--- config.mk ---
export PLATFORM = sky130hd
export DESIGN_NAME = jk_dual_rank
export DESIGN_NICKNAME = d
export VERILOG_FILES = /design/src/hw/jk_dual_rank_pkg.sv /design/src/hw/jk_dual_rank.sv
export SDC_FILE = /design/constraint.sdc
export NUM_CORES = 1
export LEC_CHECK = 0
export ABC_AREA = 1
export BUFFER_PORTS_ARGS = -buffer_cell sky130_fd_sc_hd__buf_2
export CORE_AREA = 2 2 39 41
export CTS_BUF_LIST = sky130_fd_sc_hd__clkbuf_8
export CTS_CLUSTER_SIZE = 30
export DETAILED_ROUTE_END_ITERATION = 10
export DIE_AREA = 0 0 41 43
export PLACE_DENSITY = 0.49
export SLEW_MARGIN = 5
export SYNTH_ARGS = -nofsm -noshare
export SYNTH_HDL_FRONTEND = slang
export SYNTH_SLANG_ARGS = --single-unit
--- constraint.sdc ---
create_clock -name clk_sys -period 2.3 [get_ports clk_sys]
set_clock_uncertainty 0.05 [all_clocks]
set_input_delay 0.115 -clock clk_sys [delete_from_list [all_inputs] [get_ports clk_sys]]
set_output_delay 0.115 -clock clk_sys [all_outputs]
set_load 0.1 [all_outputs]
--- src/hw/jk_dual_rank_pkg.sv ---
// shared types and constants for the double-rank j-k storage element
package jk_dual_rank_pkg;

  localparam int unsigned SET_STEER_W   = 2;
  localparam int unsigned RESET_STEER_W = 2;
  localparam int unsigned PRESET_W      = 2;
  localparam int unsigned CLEAR_W       = 3;
  localparam logic        STATE_RST     = 1'h0;
  localparam logic        RANK_RST      = 1'h0;

  typedef struct packed {
    logic [SET_STEER_W-1:0]   set_steer;
    logic [RESET_STEER_W-1:0] reset_steer;
  } steer_s;

  typedef struct packed {
    logic [PRESET_W-1:0] preset_n;
    logic [CLEAR_W-1:0]  clear_n;
  } async_s;

  typedef enum logic [1:0] {
    MODE_HOLD   = 2'h0,
    MODE_RESET  = 2'h1,
    MODE_SET    = 2'h2,
    MODE_TOGGLE = 2'h3
  } steer_mode_e;

endpackage

--- src/hw/jk_dual_rank.sv ---
// double-rank j-k storage element, modelled on the system clock
`timescale 1ns/10ps
// Notes on behaviour
// - steer inputs are active at one, and a zero-one-zero pulse on the element clock loads the steered state.
// - the set term is the and of all set-steer inputs and the reset term the and of all reset-steer inputs.
// - the preset term is the and of two preset inputs, the clear term the and of three, each active low.
// - with both steer terms at one the pulse inverts the stored state.
// - with only set at one the element stores one, with only reset at one it stores zero.
// - with both steer terms at zero the stored state is kept.
// - the rising clock freezes the first rank and blocks transfer to the output rank.
// - the falling clock moves the first rank into the output rank unless a steer has triggered, and the first rank follows steers again.
// - a low preset forces one and a low clear forces zero without waiting for a clock.
// - with preset and clear both low, both the true and the complementary outputs are zero.
// - preset and clear override any clocked steering while active.
// - a set and a reset steer joined as a second clock make the element act on the and with the main clock.
// - trailing-edge transfer lets outputs feed steer inputs on the same clock without racing.
// - while the clock is high the first steer to fall triggers, set leaving one and reset leaving zero.
module jk_dual_rank (
  input  wire logic                     clk_sys,  // sampling clock, 40 MHz
  input  wire logic                     rst,      // asynchronous reset, active high
  input  wire logic                     ff_clk,   // element clock, sampled level
  input  wire jk_dual_rank_pkg::steer_s steer,    // set and reset steer inputs
  input  wire jk_dual_rank_pkg::async_s dc_in,    // preset and clear, active low
  output logic                          q,        // true output
  output logic                          q_bar     // complementary output
);
  import jk_dual_rank_pkg::*;

  // ************************************************************
  // input terms
  // ************************************************************
  logic        set_term;
  logic        reset_term;
  logic        preset_act;
  logic        clear_act;
  logic        clk_ff;
  logic        set_ff;
  logic        reset_ff;
  logic        first_ff;
  logic        state_ff;
  logic        nxt_first;
  logic        nxt_state;
  logic        clk_rise;
  logic        clk_fall;
  logic        set_fell;
  logic        reset_fell;
  logic        armed_ff;
  steer_mode_e mode;

  assign set_term   = &steer.set_steer;
  assign reset_term = &steer.reset_steer;
  assign preset_act = ~(&dc_in.preset_n);
  assign clear_act  = ~(&dc_in.clear_n);
  assign mode       = steer_mode_e'({set_term, reset_term});

  // ************************************************************
  // edge and trigger detection
  // ************************************************************
  // a steer fall counts only from the second high sample on
  assign clk_rise   = ff_clk & ~clk_ff;
  assign clk_fall   = ~ff_clk & clk_ff;
  assign set_fell   = ff_clk & clk_ff & set_ff & ~set_term;
  assign reset_fell = ff_clk & clk_ff & reset_ff & ~reset_term;

  // ************************************************************
  // edge history
  // ************************************************************
  always_ff @(posedge clk_sys or posedge rst) begin
    if (rst) begin
      clk_ff   <= 1'h0;
      set_ff   <= 1'h0;
      reset_ff <= 1'h0;
    end else begin
      clk_ff   <= ff_clk;
      set_ff   <= set_term;
      reset_ff <= reset_term;
    end
  end

  // ************************************************************
  // first rank: follows steers while clock low, frozen once high
  // ************************************************************
  always_comb begin
    case (mode)
      MODE_HOLD:   nxt_first = state_ff;
      MODE_RESET:  nxt_first = 1'b0;
      MODE_SET:    nxt_first = 1'b1;
      MODE_TOGGLE: nxt_first = ~state_ff;
      default:     nxt_first = state_ff;
    endcase
  end

  // armed while the clock is high and no steer has triggered yet
  always_ff @(posedge clk_sys or posedge rst) begin
    if (rst) begin
      armed_ff <= 1'h0;
    end else if (clk_rise) begin
      armed_ff <= 1'b1;
    end else if (!ff_clk || set_fell || reset_fell) begin
      armed_ff <= 1'b0;
    end
  end

  always_ff @(posedge clk_sys or posedge rst) begin
    if (rst) begin
      first_ff <= RANK_RST;
    end else if (!ff_clk) begin
      first_ff <= nxt_first;
    end else if (clk_rise) begin
      first_ff <= nxt_first;
    end
  end

  // ************************************************************
  // output rank with asynchronous preset and clear
  // ************************************************************
  always_comb begin
    nxt_state = state_ff;
    if (clk_fall && armed_ff) begin
      nxt_state = first_ff;
    end else if (armed_ff && set_fell && reset_fell) begin
      nxt_state = first_ff;
    end else if (armed_ff && set_fell) begin
      nxt_state = 1'b1;
    end else if (armed_ff && reset_fell) begin
      nxt_state = 1'b0;
    end
    if (clear_act) begin
      nxt_state = 1'b0;
    end else if (preset_act) begin
      nxt_state = 1'b1;
    end
  end

  always_ff @(posedge clk_sys or posedge rst) begin
    if (rst) begin
      state_ff <= STATE_RST;
    end else begin
      state_ff <= nxt_state;
    end
  end

  // preset and clear act on the outputs at once, not after a clock
  always_comb begin
    if (preset_act && clear_act) begin
      q     = 1'b0;
      q_bar = 1'b0;
    end else if (clear_act) begin
      q     = 1'b0;
      q_bar = 1'b1;
    end else if (preset_act) begin
      q     = 1'b1;
      q_bar = 1'b0;
    end else begin
      q     = state_ff;
      q_bar = ~state_ff;
    end
  end
endmodule

* After elaboration in Yosys (flattened, before gate mapping) *
Index checks and enable logic that the tools add are counted.

operators by class
  bitwise logic cells = 14
  equal/unequal tests = 5
  multiplexer cells = 17
  reductions and logical operators = 14

operator list
  cell                                                                      count
  1-bit two-way mux                                                         16
  1-bit AND                                                                 7
  1-bit inverter                                                            7
  6-bit by 2-bit inequality test with 1-bit output (second input constant)  1
  2-bit AND reduction                                                       3
  1-bit logical AND                                                         5
  2-bit == test (second input constant)                                     2
  1-bit one-hot mux with 4 select lines                                     1
  3-bit AND reduction                                                       1
  2-bit by 1-bit == test with 1-bit output (second input constant)          1
  2-bit zero test                                                           1
  1-bit logical OR                                                          2
  2-bit by 1-bit inequality test with 1-bit output (second input constant)  1
  2-bit nonzero test                                                        1
  1-bit zero test                                                           1

word-level totals
  word-level logic and storage cells = 56
  flip-flop bits (word level) = 6
  input port bits = 12
  output and inout port bits = 2

* Depth between registers and ports, before layout *
Gate-level depths: netlist of the first run.

  depth in word-level cells = 10
  depth in mapped cells = 8
  mapped depth without buffers = 8

* Least setup slack after synthesis of the first run *
Ideal clock, no wire load.

  path kind = reg-to-output
  start point = register state_ff
  end point = output q_bar
  stages on the path, launching flop included = 4
  path slack = -0.905 ns
  data required time = 2.135 ns
  buffers on the path = 0
  data arrival time = 3.040 ns
  path through = dfrtp_1 -> inv_1 -> a31oi_1 -> nor2_1

on the way
  word-level cells in the longest chain between the ends = 4

ends and longest elaborated chain
  what                    RTL line             text
  from (decl)             jk_dual_rank.sv:40   logic state_ff;
  from (signal assigned)  jk_dual_rank.sv:139  state_ff <= nxt_state;
  1-bit inverter          jk_dual_rank.sv:156  q_bar = ~state_ff;
  1-bit two-way mux       jk_dual_rank.sv:151  end else if (preset_act) begin
  1-bit two-way mux       jk_dual_rank.sv:148  end else if (clear_act) begin
  1-bit two-way mux       jk_dual_rank.sv:145  if (preset_act && clear_act) begin
  to (decl)               jk_dual_rank.sv:25   output logic q_bar

Every way passes these cells.

* Final worst setup path of the first run *
Same ends and word-level chain as after synthesis.

==> results of run 1 <==
## through the flow
step                hold slack (ns)  worst slack [ns]  total power, mW  instances  cell area [um2]
floorplan                   -0.1440            0.1598           0.1482         42            311.5
global placement           -0.01380             1.065           0.1640         71            396.6
detailed placement         -0.01158             1.056           0.1641         71            396.6
CTS                        0.006868            0.8186           0.3248         75            447.9
global route                0.01281            0.7389           0.3333         75            447.9
finish                     0.008294            0.8232           0.3192         75            447.9
## final cells by class
class	count	area, um2
multi-input cells	29	135.1
inverters	7	26.28
clock buffers	3	41.29
flip-flops and latches	6	150.1
fillers	150	935.9
well taps	16	20.02
repair buffers	14	75.07
## power breakdown
part | switching, mW | internal [mW] | total [mW]
Sequential | 0.00374 | 0.113 | 0.117
Clock | 0.0433 | 0.112 | 0.155
Combinational | 0.0307 | 0.0165 | 0.0472
## placed cells by master (no fill, tap or decap)
cell type / Yosys / routed
a21oi_1: 2 / 2
a31oi_1: 2 / 1
a31oi_2: 0 / 1
buf_2: 0 / 13
clkbuf_8: 0 / 3
dfrtp_1: 6 / 6
dlygate4sd3_1: 0 / 1
inv_1: 7 / 7
nand2_1: 13 / 13
nand2_2: 1 / 1
nand3_1: 3 / 3
nor2_1: 6 / 5
nor2_2: 1 / 2
o21ai_0: 1 / 1
## sequential cells by signal, summed over array words and instances (netlist names)
signal	count
armed_ff	1
set_ff	1
first_ff	1
clk_ff	1
reset_ff	1
state_ff	1
## per-layer routing
layer,track usage [%],routed length (um)
met5,0,0
met4,8.000,17
met3,3.141,30
met2,10.94,260
met1,10.60,292
## kinds of logic after synthesis
group                  share of synthesized area, %
buffers and inverters                         8.679
DFF                                           49.59
and+or+nand+nor                               32.65
AOI/OAI and AO/OA                             9.089
## worst max-delay path, cell delays in order (launching register included)
cell and delay [ns]:
dfrtp_1 0.36, inv_1 0.12, a31oi_2 0.11, nor2_2 0.08
buf_2 0.42
## synth_stat cells
cell     number  area share (%)
nor2_2        1             2.1
nand3_1       3             5.0
nand2_1      13              16
nor2_1        6             7.4
a31oi_1       2             4.1
dfrtp_1       6              50
nand2_2       1             2.1
a21oi_1       2             3.3
inv_1         7             8.7
o21ai_0       1             1.7
## worst paths after layout
kind | to | depth (start not counted)
min in group asynchronous | set_ff | 3
max in group asynchronous | state_ff | 3
worst max register to register | state_ff | 6
worst max-delay path | q_bar | 4
worst min register to register | armed_ff | 1
worst min-delay path | clk_ff | 1
==> run_results.csv, run 1 <==
group,metric,value,unit
worst_setup_path,worst_ep_arrival_time,1.31,ns
drt,wl,601,um
finish,drive_gt1_share,33.90,%
synth,syn_inst,42,
worst_hold_path,hp-class,"input pin to flip-flop",
worst_setup_path,r2r_setup_slack,1.24,ns
worst_setup_path,crit_fanout,4,
clock_network,cts_tree,"built",
drt,routedWlPerCell,8.013,um
drt,drtIter0Drc,4,
pwr,p_per_area,712.5,nW/um2
pwr,leakagePower,0.2527,nW
clock_network,clkLatencyLatePin,0.22,ns
synth,ys_seq_area_share,49.59,%
drt,vias,299,
finish,syn2layout_area_growth,47.93,%
timing,fin_crit_sh,64.21,%
worst_hold_path,holdCritStartpoint,"ff_clk",
clock_network,cts_max_path_buffers,2,
clock_network,clock-root-buffer,"clkbuf_8",
clock_network,cts.sinks,6,
synth,yosysWarnings,0,
floorplanning,io_pins,14,
worst_setup_path,critical_path_class,"flip-flop to output port",
timing,max_slew_margin,67.81,%
timing,finalHoldViolCount,0,
finish,diodes,0,
timing,setup_viol_count_final,0,
floorplanning,die_area,1763,um2
timing,totalNegativeSetupSlack,0,ns
pwr,peakVddDrop,0.4636,mV
floorplanning,start_util,21.88,%
floorplanning,row_count,14,
timing,layout_min_cycle_time,1.477,ns
finish,nNetsFinal,73,
synth,syn-num-nets,54,
clock_network,cts_resized,0,
floorplanning,die_h,43,um
timing,worst_slew_pin_slew,0.4862,ns
clock_network,ctsHoldBuffers,1,
clock_network,post_cts_buffers,0,
drt,drc,0,
global_routing,antenna_found_initial,0,
clock_network,cts_max_level,1,
finish,fin_util,32.37,%
placed_design,portBuffers,13,
floorplanning,core,1384,um2
timing,rsz0062_at_grt,"false",
worst_setup_path,timing.rr.start,"clk_ff",
placed_design,hpwl,477,um
synth,synth_cell_types,10,
drt,via_per_inst,3.987,
synth,synth-seq-cells,6,
synth,netlist_area,302.8,um2
global_routing,grt_remaining_overflow,0,
clock_network,path_clk_slew,0.03,ns
placed_design,gp_congestion,0.7207,
synth,syn-mean-instance-area,7.209,um2
clock_network,cts_buffers,3,
worst_setup_path,cp-end-kind,"output port",
worst_setup_path,start_kind,"flip-flop",
drt,postRouteAntennaNets,0,
timing,clock.fmax,677.1,MHz
worst_setup_path,critPathRequiredTime,2.13,ns
flow_run,max_cap_viol_count,0,
global_routing,grt_max_degree,7,
global_routing,grtUsageTotal,8.612,%
worst_setup_path,crit_start,"state_ff",
timing,finalMaxSlewViolations,0,
floorplanning,dieWidth,41,um
global_routing,grt_pass1_wl,959,um
global_routing,grt_pass1_vias,248,
status,status,"complete, no violations",
drt,detailedRoute.firstPassIterationCount,4,
No activity file was read; power rests on OpenSTA's default activity.
==> run 2: changes to the inputs <==
==> constraint.sdc (replaced) <==
create_clock -name clk_sys -period 1.5 [get_ports clk_sys]
set_clock_uncertainty 0.05 [all_clocks]
set_input_delay 0.075 -clock clk_sys [delete_from_list [all_inputs] [get_ports clk_sys]]
set_output_delay 0.075 -clock clk_sys [all_outputs]
set_load 0.1 [all_outputs]
==> run 2 against run 1 <==
Non-clock buffer count is 1 higher. Worst setup slack worse by 0.72 ns. Worst hold slack better by 0.043 ns. Utilization is 2.8 points higher. Critical path depth is 1 lower. Final cell count is 1.3% higher. Die area stayed put. Combinational power is 76% higher. Clock-buffer cell count stayed put. First-iteration DRC count is 50% lower. Power is 58% higher. Largest cell class unchanged. Highest routed layer unchanged.
==> run_results.csv, run 2 (synthesis gave the netlist of run 1 again) <==
group,metric,value,unit
timing,worst_slew_pin_slew,0.4818,ns
finish,final_common_cell,"nand2_1",
worst_setup_path,max_stage_delay,0.45,ns
drt,drc,0,
placed_design,placed_cell_area,425.4,um2
finish,diodes,0,
clock_network,clock-root-buffer,"clkbuf_8",
global_routing,grt_pass1_wl,1131,um
timing,fin_crit_sh,93.24,%
finish,multi_input_area,148.9,um2
pwr,p_per_area,1033,nW/um2
worst_setup_path,critical-path-slowest-cell,"buf_2",
floorplanning,start_util,21.88,%
global_routing,antenna_found_initial,0,
global_routing,grt_remaining_overflow,0,
finish,syn2layout_area_growth,60.74,%
clock_network,cts_max_path_buffers,2,
floorplanning,core,1384,um2
timing,rsz0062_at_grt,"false",
timing,finalMaxSlewViolations,0,
worst_hold_path,min_delay_path_depth,3,
worst_setup_path,rr_worst_depth,8,
flow_run,max_cap_viol_count,0,
finish,most-common-layout-cells,"13 x nand2_1, 12 x buf_2, 6 x inv_1, 6 x dfrtp_1, 5 x nor2_1",
drt,wl,631,um
worst_setup_path,critPathTopFamily,"buffers and inverters",
timing,totalNegativeSetupSlack,0,ns
global_routing,grt_max_degree,7,
worst_setup_path,worst_ep_arrival_time,1.27,ns
clock_network,path_clk_slew,0.04,ns
floorplanning,row_count,14,
clock_network,cts_buffers,3,
worst_setup_path,start_kind,"flip-flop",
clock_network,cts_tree,"built",
timing,finalHoldViolCount,0,
finish,nNetsFinal,74,
worst_hold_path,hp-class,"input pin to flip-flop",
finish,postLayoutCellArea,486.7,um2
timing,clock.fmax,715.0,MHz
placed_design,hpwl,510,um
finish,nFillCells,147,
worst_setup_path,critical_path_class,"flip-flop to output port",
global_routing,grt_pass1_vias,279,
floorplanning,die_area,1763,um2
floorplanning,dieWidth,41,um
worst_setup_path,cp-end-kind,"output port",
timing,setup_viol_count_final,0,
floorplanning,die_h,43,um
drt,routedWlPerCell,8.303,um
clock_network,cts.sinks,6,
drt,drtIter0Drc,2,
clock_network,clkLatencyLatePin,0.22,ns
worst_setup_path,worstPathCellList,"inv_2, a31oi_4, buf_2",
drt,postRouteAntennaNets,0,
placed_design,portBuffers,13,
finish,seqCellArea,150.1,um2
drt,vias,307,
timing,layout_min_cycle_time,1.399,ns
clock_network,post_cts_buffers,0,
finish,fin_util,35.17,%
placed_design,gp_congestion,0.7172,
drt,via_per_inst,4.039,
timing,worst_slack,0.1013,ns
pwr,peakVddDrop,0.5410,mV
timing,hold-worst-slack,0.05131,ns
clock_network,cts_max_level,1,
worst_setup_path,critPathRequiredTime,1.37,ns
floorplanning,io_pins,14,
timing,max_slew_margin,68.10,%
worst_setup_path,path_depth,3,
pwr,leakagePower,0.2629,nW
drt,detailedRoute.firstPassIterationCount,4,
finish,drive_gt1_share,35.00,%
global_routing,grtUsageTotal,10.13,%
placed_design,dp_slack,0.3289,ns
worst_setup_path,crit_fanout,4,
status,status,"complete, no violations",
worst_setup_path,path_buf_inv,2,
## run 2: cell types whose count changed in the layout (fill, tap and decap cells not counted)
cell           before  now
dlygate4sd3_1       1    2
nor2_2              2    1
inv_2               0    1
nor2_4              0    1
buf_2              13   12
a31oi_4             0    1
buf_12              0    1
inv_1               7    6
a31oi_2             1    0
## run 2: area by class of cell
class                   instances  share of cell area [%]
well taps                      16                   4.113
repair buffers                 15                   20.57
clock buffers                   3                   8.483
flip-flops and latches          6                   30.85
multi-input cells              29                   30.59
inverters                       7                   5.398
## run 2: repair_timing
action                    in CTS  in global routing
gates resized for setup        0                  0
hold endpoints to repair       7                  0
hold buffers                   2                  0
## run 2: power by group
part	internal (mW)	total [mW]	switching, mW
Combinational	0.0327	0.0833	0.0506
Clock	0.172	0.240	0.0681
Sequential	0.173	0.179	0.00627
## run 2: worst register-to-register path: stages, from the launching register on
cell and delay [ns]:
dfrtp_1 0.40, nand2_2 0.10, nor2_2 0.04, nand2_1 0.05, nand2_1 0.04, nand2_1 0.05, nand2_1 0.05, nor2_1 0.10
nor2_1 0.05
## run 2: worst paths after layout
check,slack (ns),startpoint,endpoint
max,0.10,state_ff,q
min,0.05,steer[1],reset_ff
max reg2reg,0.45,clk_ff,state_ff
min reg2reg,0.46,clk_ff,armed_ff
max in group asynchronous,0.95,rst,clk_ff
min in group asynchronous,0.26,rst,reset_ff
## run 2: metal layers
metal  GRT usage (%)  vias up  share of wire, %
li1                -      165                 -
met1           13.58      132                50
met2           11.88        8                42
met3           4.712        2               5.1
met4           8.000        0               2.7
met5               0        -                 0
## run 2: stage by stage
| step | power [mW] | instances |
|---|---|---|
| 2_1_floorplan | 0.2300 | 42 |
| 3_3_place_gp | 0.2611 | 71 |
| 3_5_place_dp | 0.2617 | 71 |
| 4_1_cts | 0.5094 | 76 |
| 5_1_grt | 0.5337 | 76 |
| 6_report | 0.5028 | 76 |
==> run 3: changes to the inputs <==
--- a/config.mk
+++ b/config.mk
@@ -12,6 +12,7 @@
 export CTS_CLUSTER_SIZE = 30
 export DETAILED_ROUTE_END_ITERATION = 10
 export DIE_AREA = 0 0 41 43
+export GPL_TIMING_DRIVEN = 0
 export PLACE_DENSITY = 0.49
 export SLEW_MARGIN = 5
 export SYNTH_ARGS = -nofsm -noshare
==> run 3 against run 2 <==
Worst setup slack got worse by 0.0033 ns. Sequential share of layout area grew 0.81 points. Combinational power decreased by 6.0%. Sequential power hardly changed. Final cell count stayed put. Register-to-register slack barely moved. Largest power group unchanged. Global-route usage fell by 0.59 points. Cell area down 2.6%. Clock-buffer cell count is the same. Largest cell class unchanged. Maximum frequency down 0.24%.
==> run_results.csv, run 3 (synthesis gave the netlist of run 1 again) <==
group,metric,value,unit
clock_network,cts_buffers,3,
timing,setup_viol_count_final,0,
floorplanning,dieWidth,41,um
pwr,peakVddDrop,0.4859,mV
clock_network,clkLatencyLatePin,0.22,ns
clock_network,cts_tree,"built",
worst_setup_path,crit_path_end,"q",
drt,postRouteAntennaNets,0,
global_routing,grt_pass1_vias,293,
finish,drive_gt1_share,35.00,%
finish,diodes,0,
timing,layout_min_cycle_time,1.402,ns
drt,drtIter0Drc,4,
placed_design,placed_cell_area,410.4,um2
worst_setup_path,crit_fanout,4,
timing,fin_crit_sh,93.47,%
global_routing,antenna_found_initial,0,
floorplanning,row_count,14,
worst_setup_path,start_kind,"flip-flop",
timing,clock.fmax,713.3,MHz
flow_run,max_cap_viol_count,0,
drt,vias,304,
clock_network,cts_max_level,1,
global_routing,grt_max_degree,7,
placed_design,gp_congestion,0.7207,
worst_setup_path,crit_start,"state_ff",
global_routing,grtUsageTotal,9.543,%
timing,max_slew_margin,67.99,%
global_routing,grt_remaining_overflow,0,
drt,drc,0,
worst_setup_path,r2r_setup_slack,0.45,ns
clock_network,cts.sinks,6,
timing,finalMaxSlewViolations,0,
floorplanning,die_h,43,um
finish,nNetsFinal,74,
clock_network,cts_max_path_buffers,2,
status,status,"complete, no violations",
pwr,switching_share,24.28,%
finish,postLayoutCellArea,474.2,um2
finish,nFillCells,146,
worst_setup_path,critPathRequiredTime,1.37,ns
timing,finalHoldViolCount,0,
finish,final_common_cell,"nand2_1",
drt,detailedRoute.firstPassIterationCount,3,
pwr,clockPowerShare,47.9,%
pwr,leakagePower,0.2590,nW
floorplanning,die_area,1763,um2
floorplanning,start_util,21.88,%
timing,worst_slew_pin_slew,0.4834,ns
finish,syn2layout_area_growth,56.61,%
drt,wl,631,um
placed_design,hpwl,529.3,um
drt,routedWlPerCell,8.303,um
pwr,switchingPower,119.8,uW
pwr,p_per_area,1040,nW/um2
clock_network,path_clk_slew,0.03,ns
worst_hold_path,hp-class,"input pin to flip-flop",
pwr,intPower,373.5,uW
finish,most-common-layout-cells,"13 x nand2_1, 12 x buf_2, 6 x inv_1, 6 x dfrtp_1, 5 x nor2_1",
placed_design,portBuffers,13,
timing,rsz0062_at_grt,"false",
worst_setup_path,timing.rr.start,"clk_ff",
pwr,seqPwrFrac,36.3,%
clock_network,clock-root-buffer,"clkbuf_8",
global_routing,grt_pass1_wl,1097,um
worst_setup_path,cp-end-kind,"output port",
timing,totalNegativeSetupSlack,0,ns
drt,via_per_inst,4.000,
pwr,p_comb_share,15.9,%
worst_setup_path,reg2reg_to,"state_ff",
worst_setup_path,rr_worst_depth,8,
worst_setup_path,worst_ep_arrival_time,1.28,ns
floorplanning,io_pins,14,
floorplanning,core,1384,um2
worst_setup_path,critical_path_class,"flip-flop to output port",
[run 3: timing repair]
action | CTS | global route
resized for setup | 0 | 1
endpoints found under the hold margin | 7 | 0
setup buffers | 0 | 0
endpoints found under the setup margin | 0 | 1
hold buffers | 2 | 0
[run 3: final cells by class]
type | instances | area, um2 | share of cell area (%)
clock buffer | 3 | 41.29 | 8.707
inverter | 7 | 26.28 | 5.541
multi-input combinational | 29 | 148.9 | 31.40
sequential | 6 | 150.1 | 31.66
tap | 16 | 20.02 | 4.222
timing repair buffer | 15 | 87.58 | 18.47
[run 3: worst min-delay path by stage]
stage	start	to	depth (start not counted)
finish	steer[1]	reset_ff	3
global placement	rst	set_ff	2
detailed placement	rst	set_ff	2
floorplan	rst	armed_ff	1
CTS	steer[1]	reset_ff	3
global route	steer[1]	reset_ff	3
[run 3: power groups by stage]
| stage | combinational, mW | clock (mW) | sequential [mW] |
|---|---|---|---|
| floorplan | 0.0503 | 0 | 0.180 |
| global placement | 0.0742 | 0 | 0.181 |
| detailed placement | 0.0751 | 0 | 0.181 |
| CTS | 0.0792 | 0.247 | 0.179 |
| global route | 0.0884 | 0.259 | 0.180 |
| finish | 0.0783 | 0.236 | 0.179 |
[run 3: critical path, cell delays in order, from the launching register on]
cell and delay [ns]:
dfrtp_1 0.35, inv_2 0.07, a31oi_4 0.19, buf_2 0.45
[run 3: routing by layer]
layer	global-route usage [%]	part of all wire (%)	routed length, um	up-vias
li1	-	-	-	166
met1	12.00	44	280	131
met2	13.44	51	324	7
met3	3.141	4.3	27	0
met4	6.000	0	0	0
met5	0	0	0	-
[run 3: metrics by stage]
stage               total power, mW  worst slack [ns]  hold WS, ns  std cells  util, %
floorplan                    0.2300          -0.01498      -0.1840         42        -
global placement             0.2550            0.2833     -0.05336         71    29.66
detailed placement           0.2561            0.2838     -0.05027         71    29.66
CTS                          0.5048           0.04470      0.05433         76    34.09
global route                 0.5279           0.04211      0.07134         76    34.27
finish                       0.4933           0.09801      0.05430         76    34.27
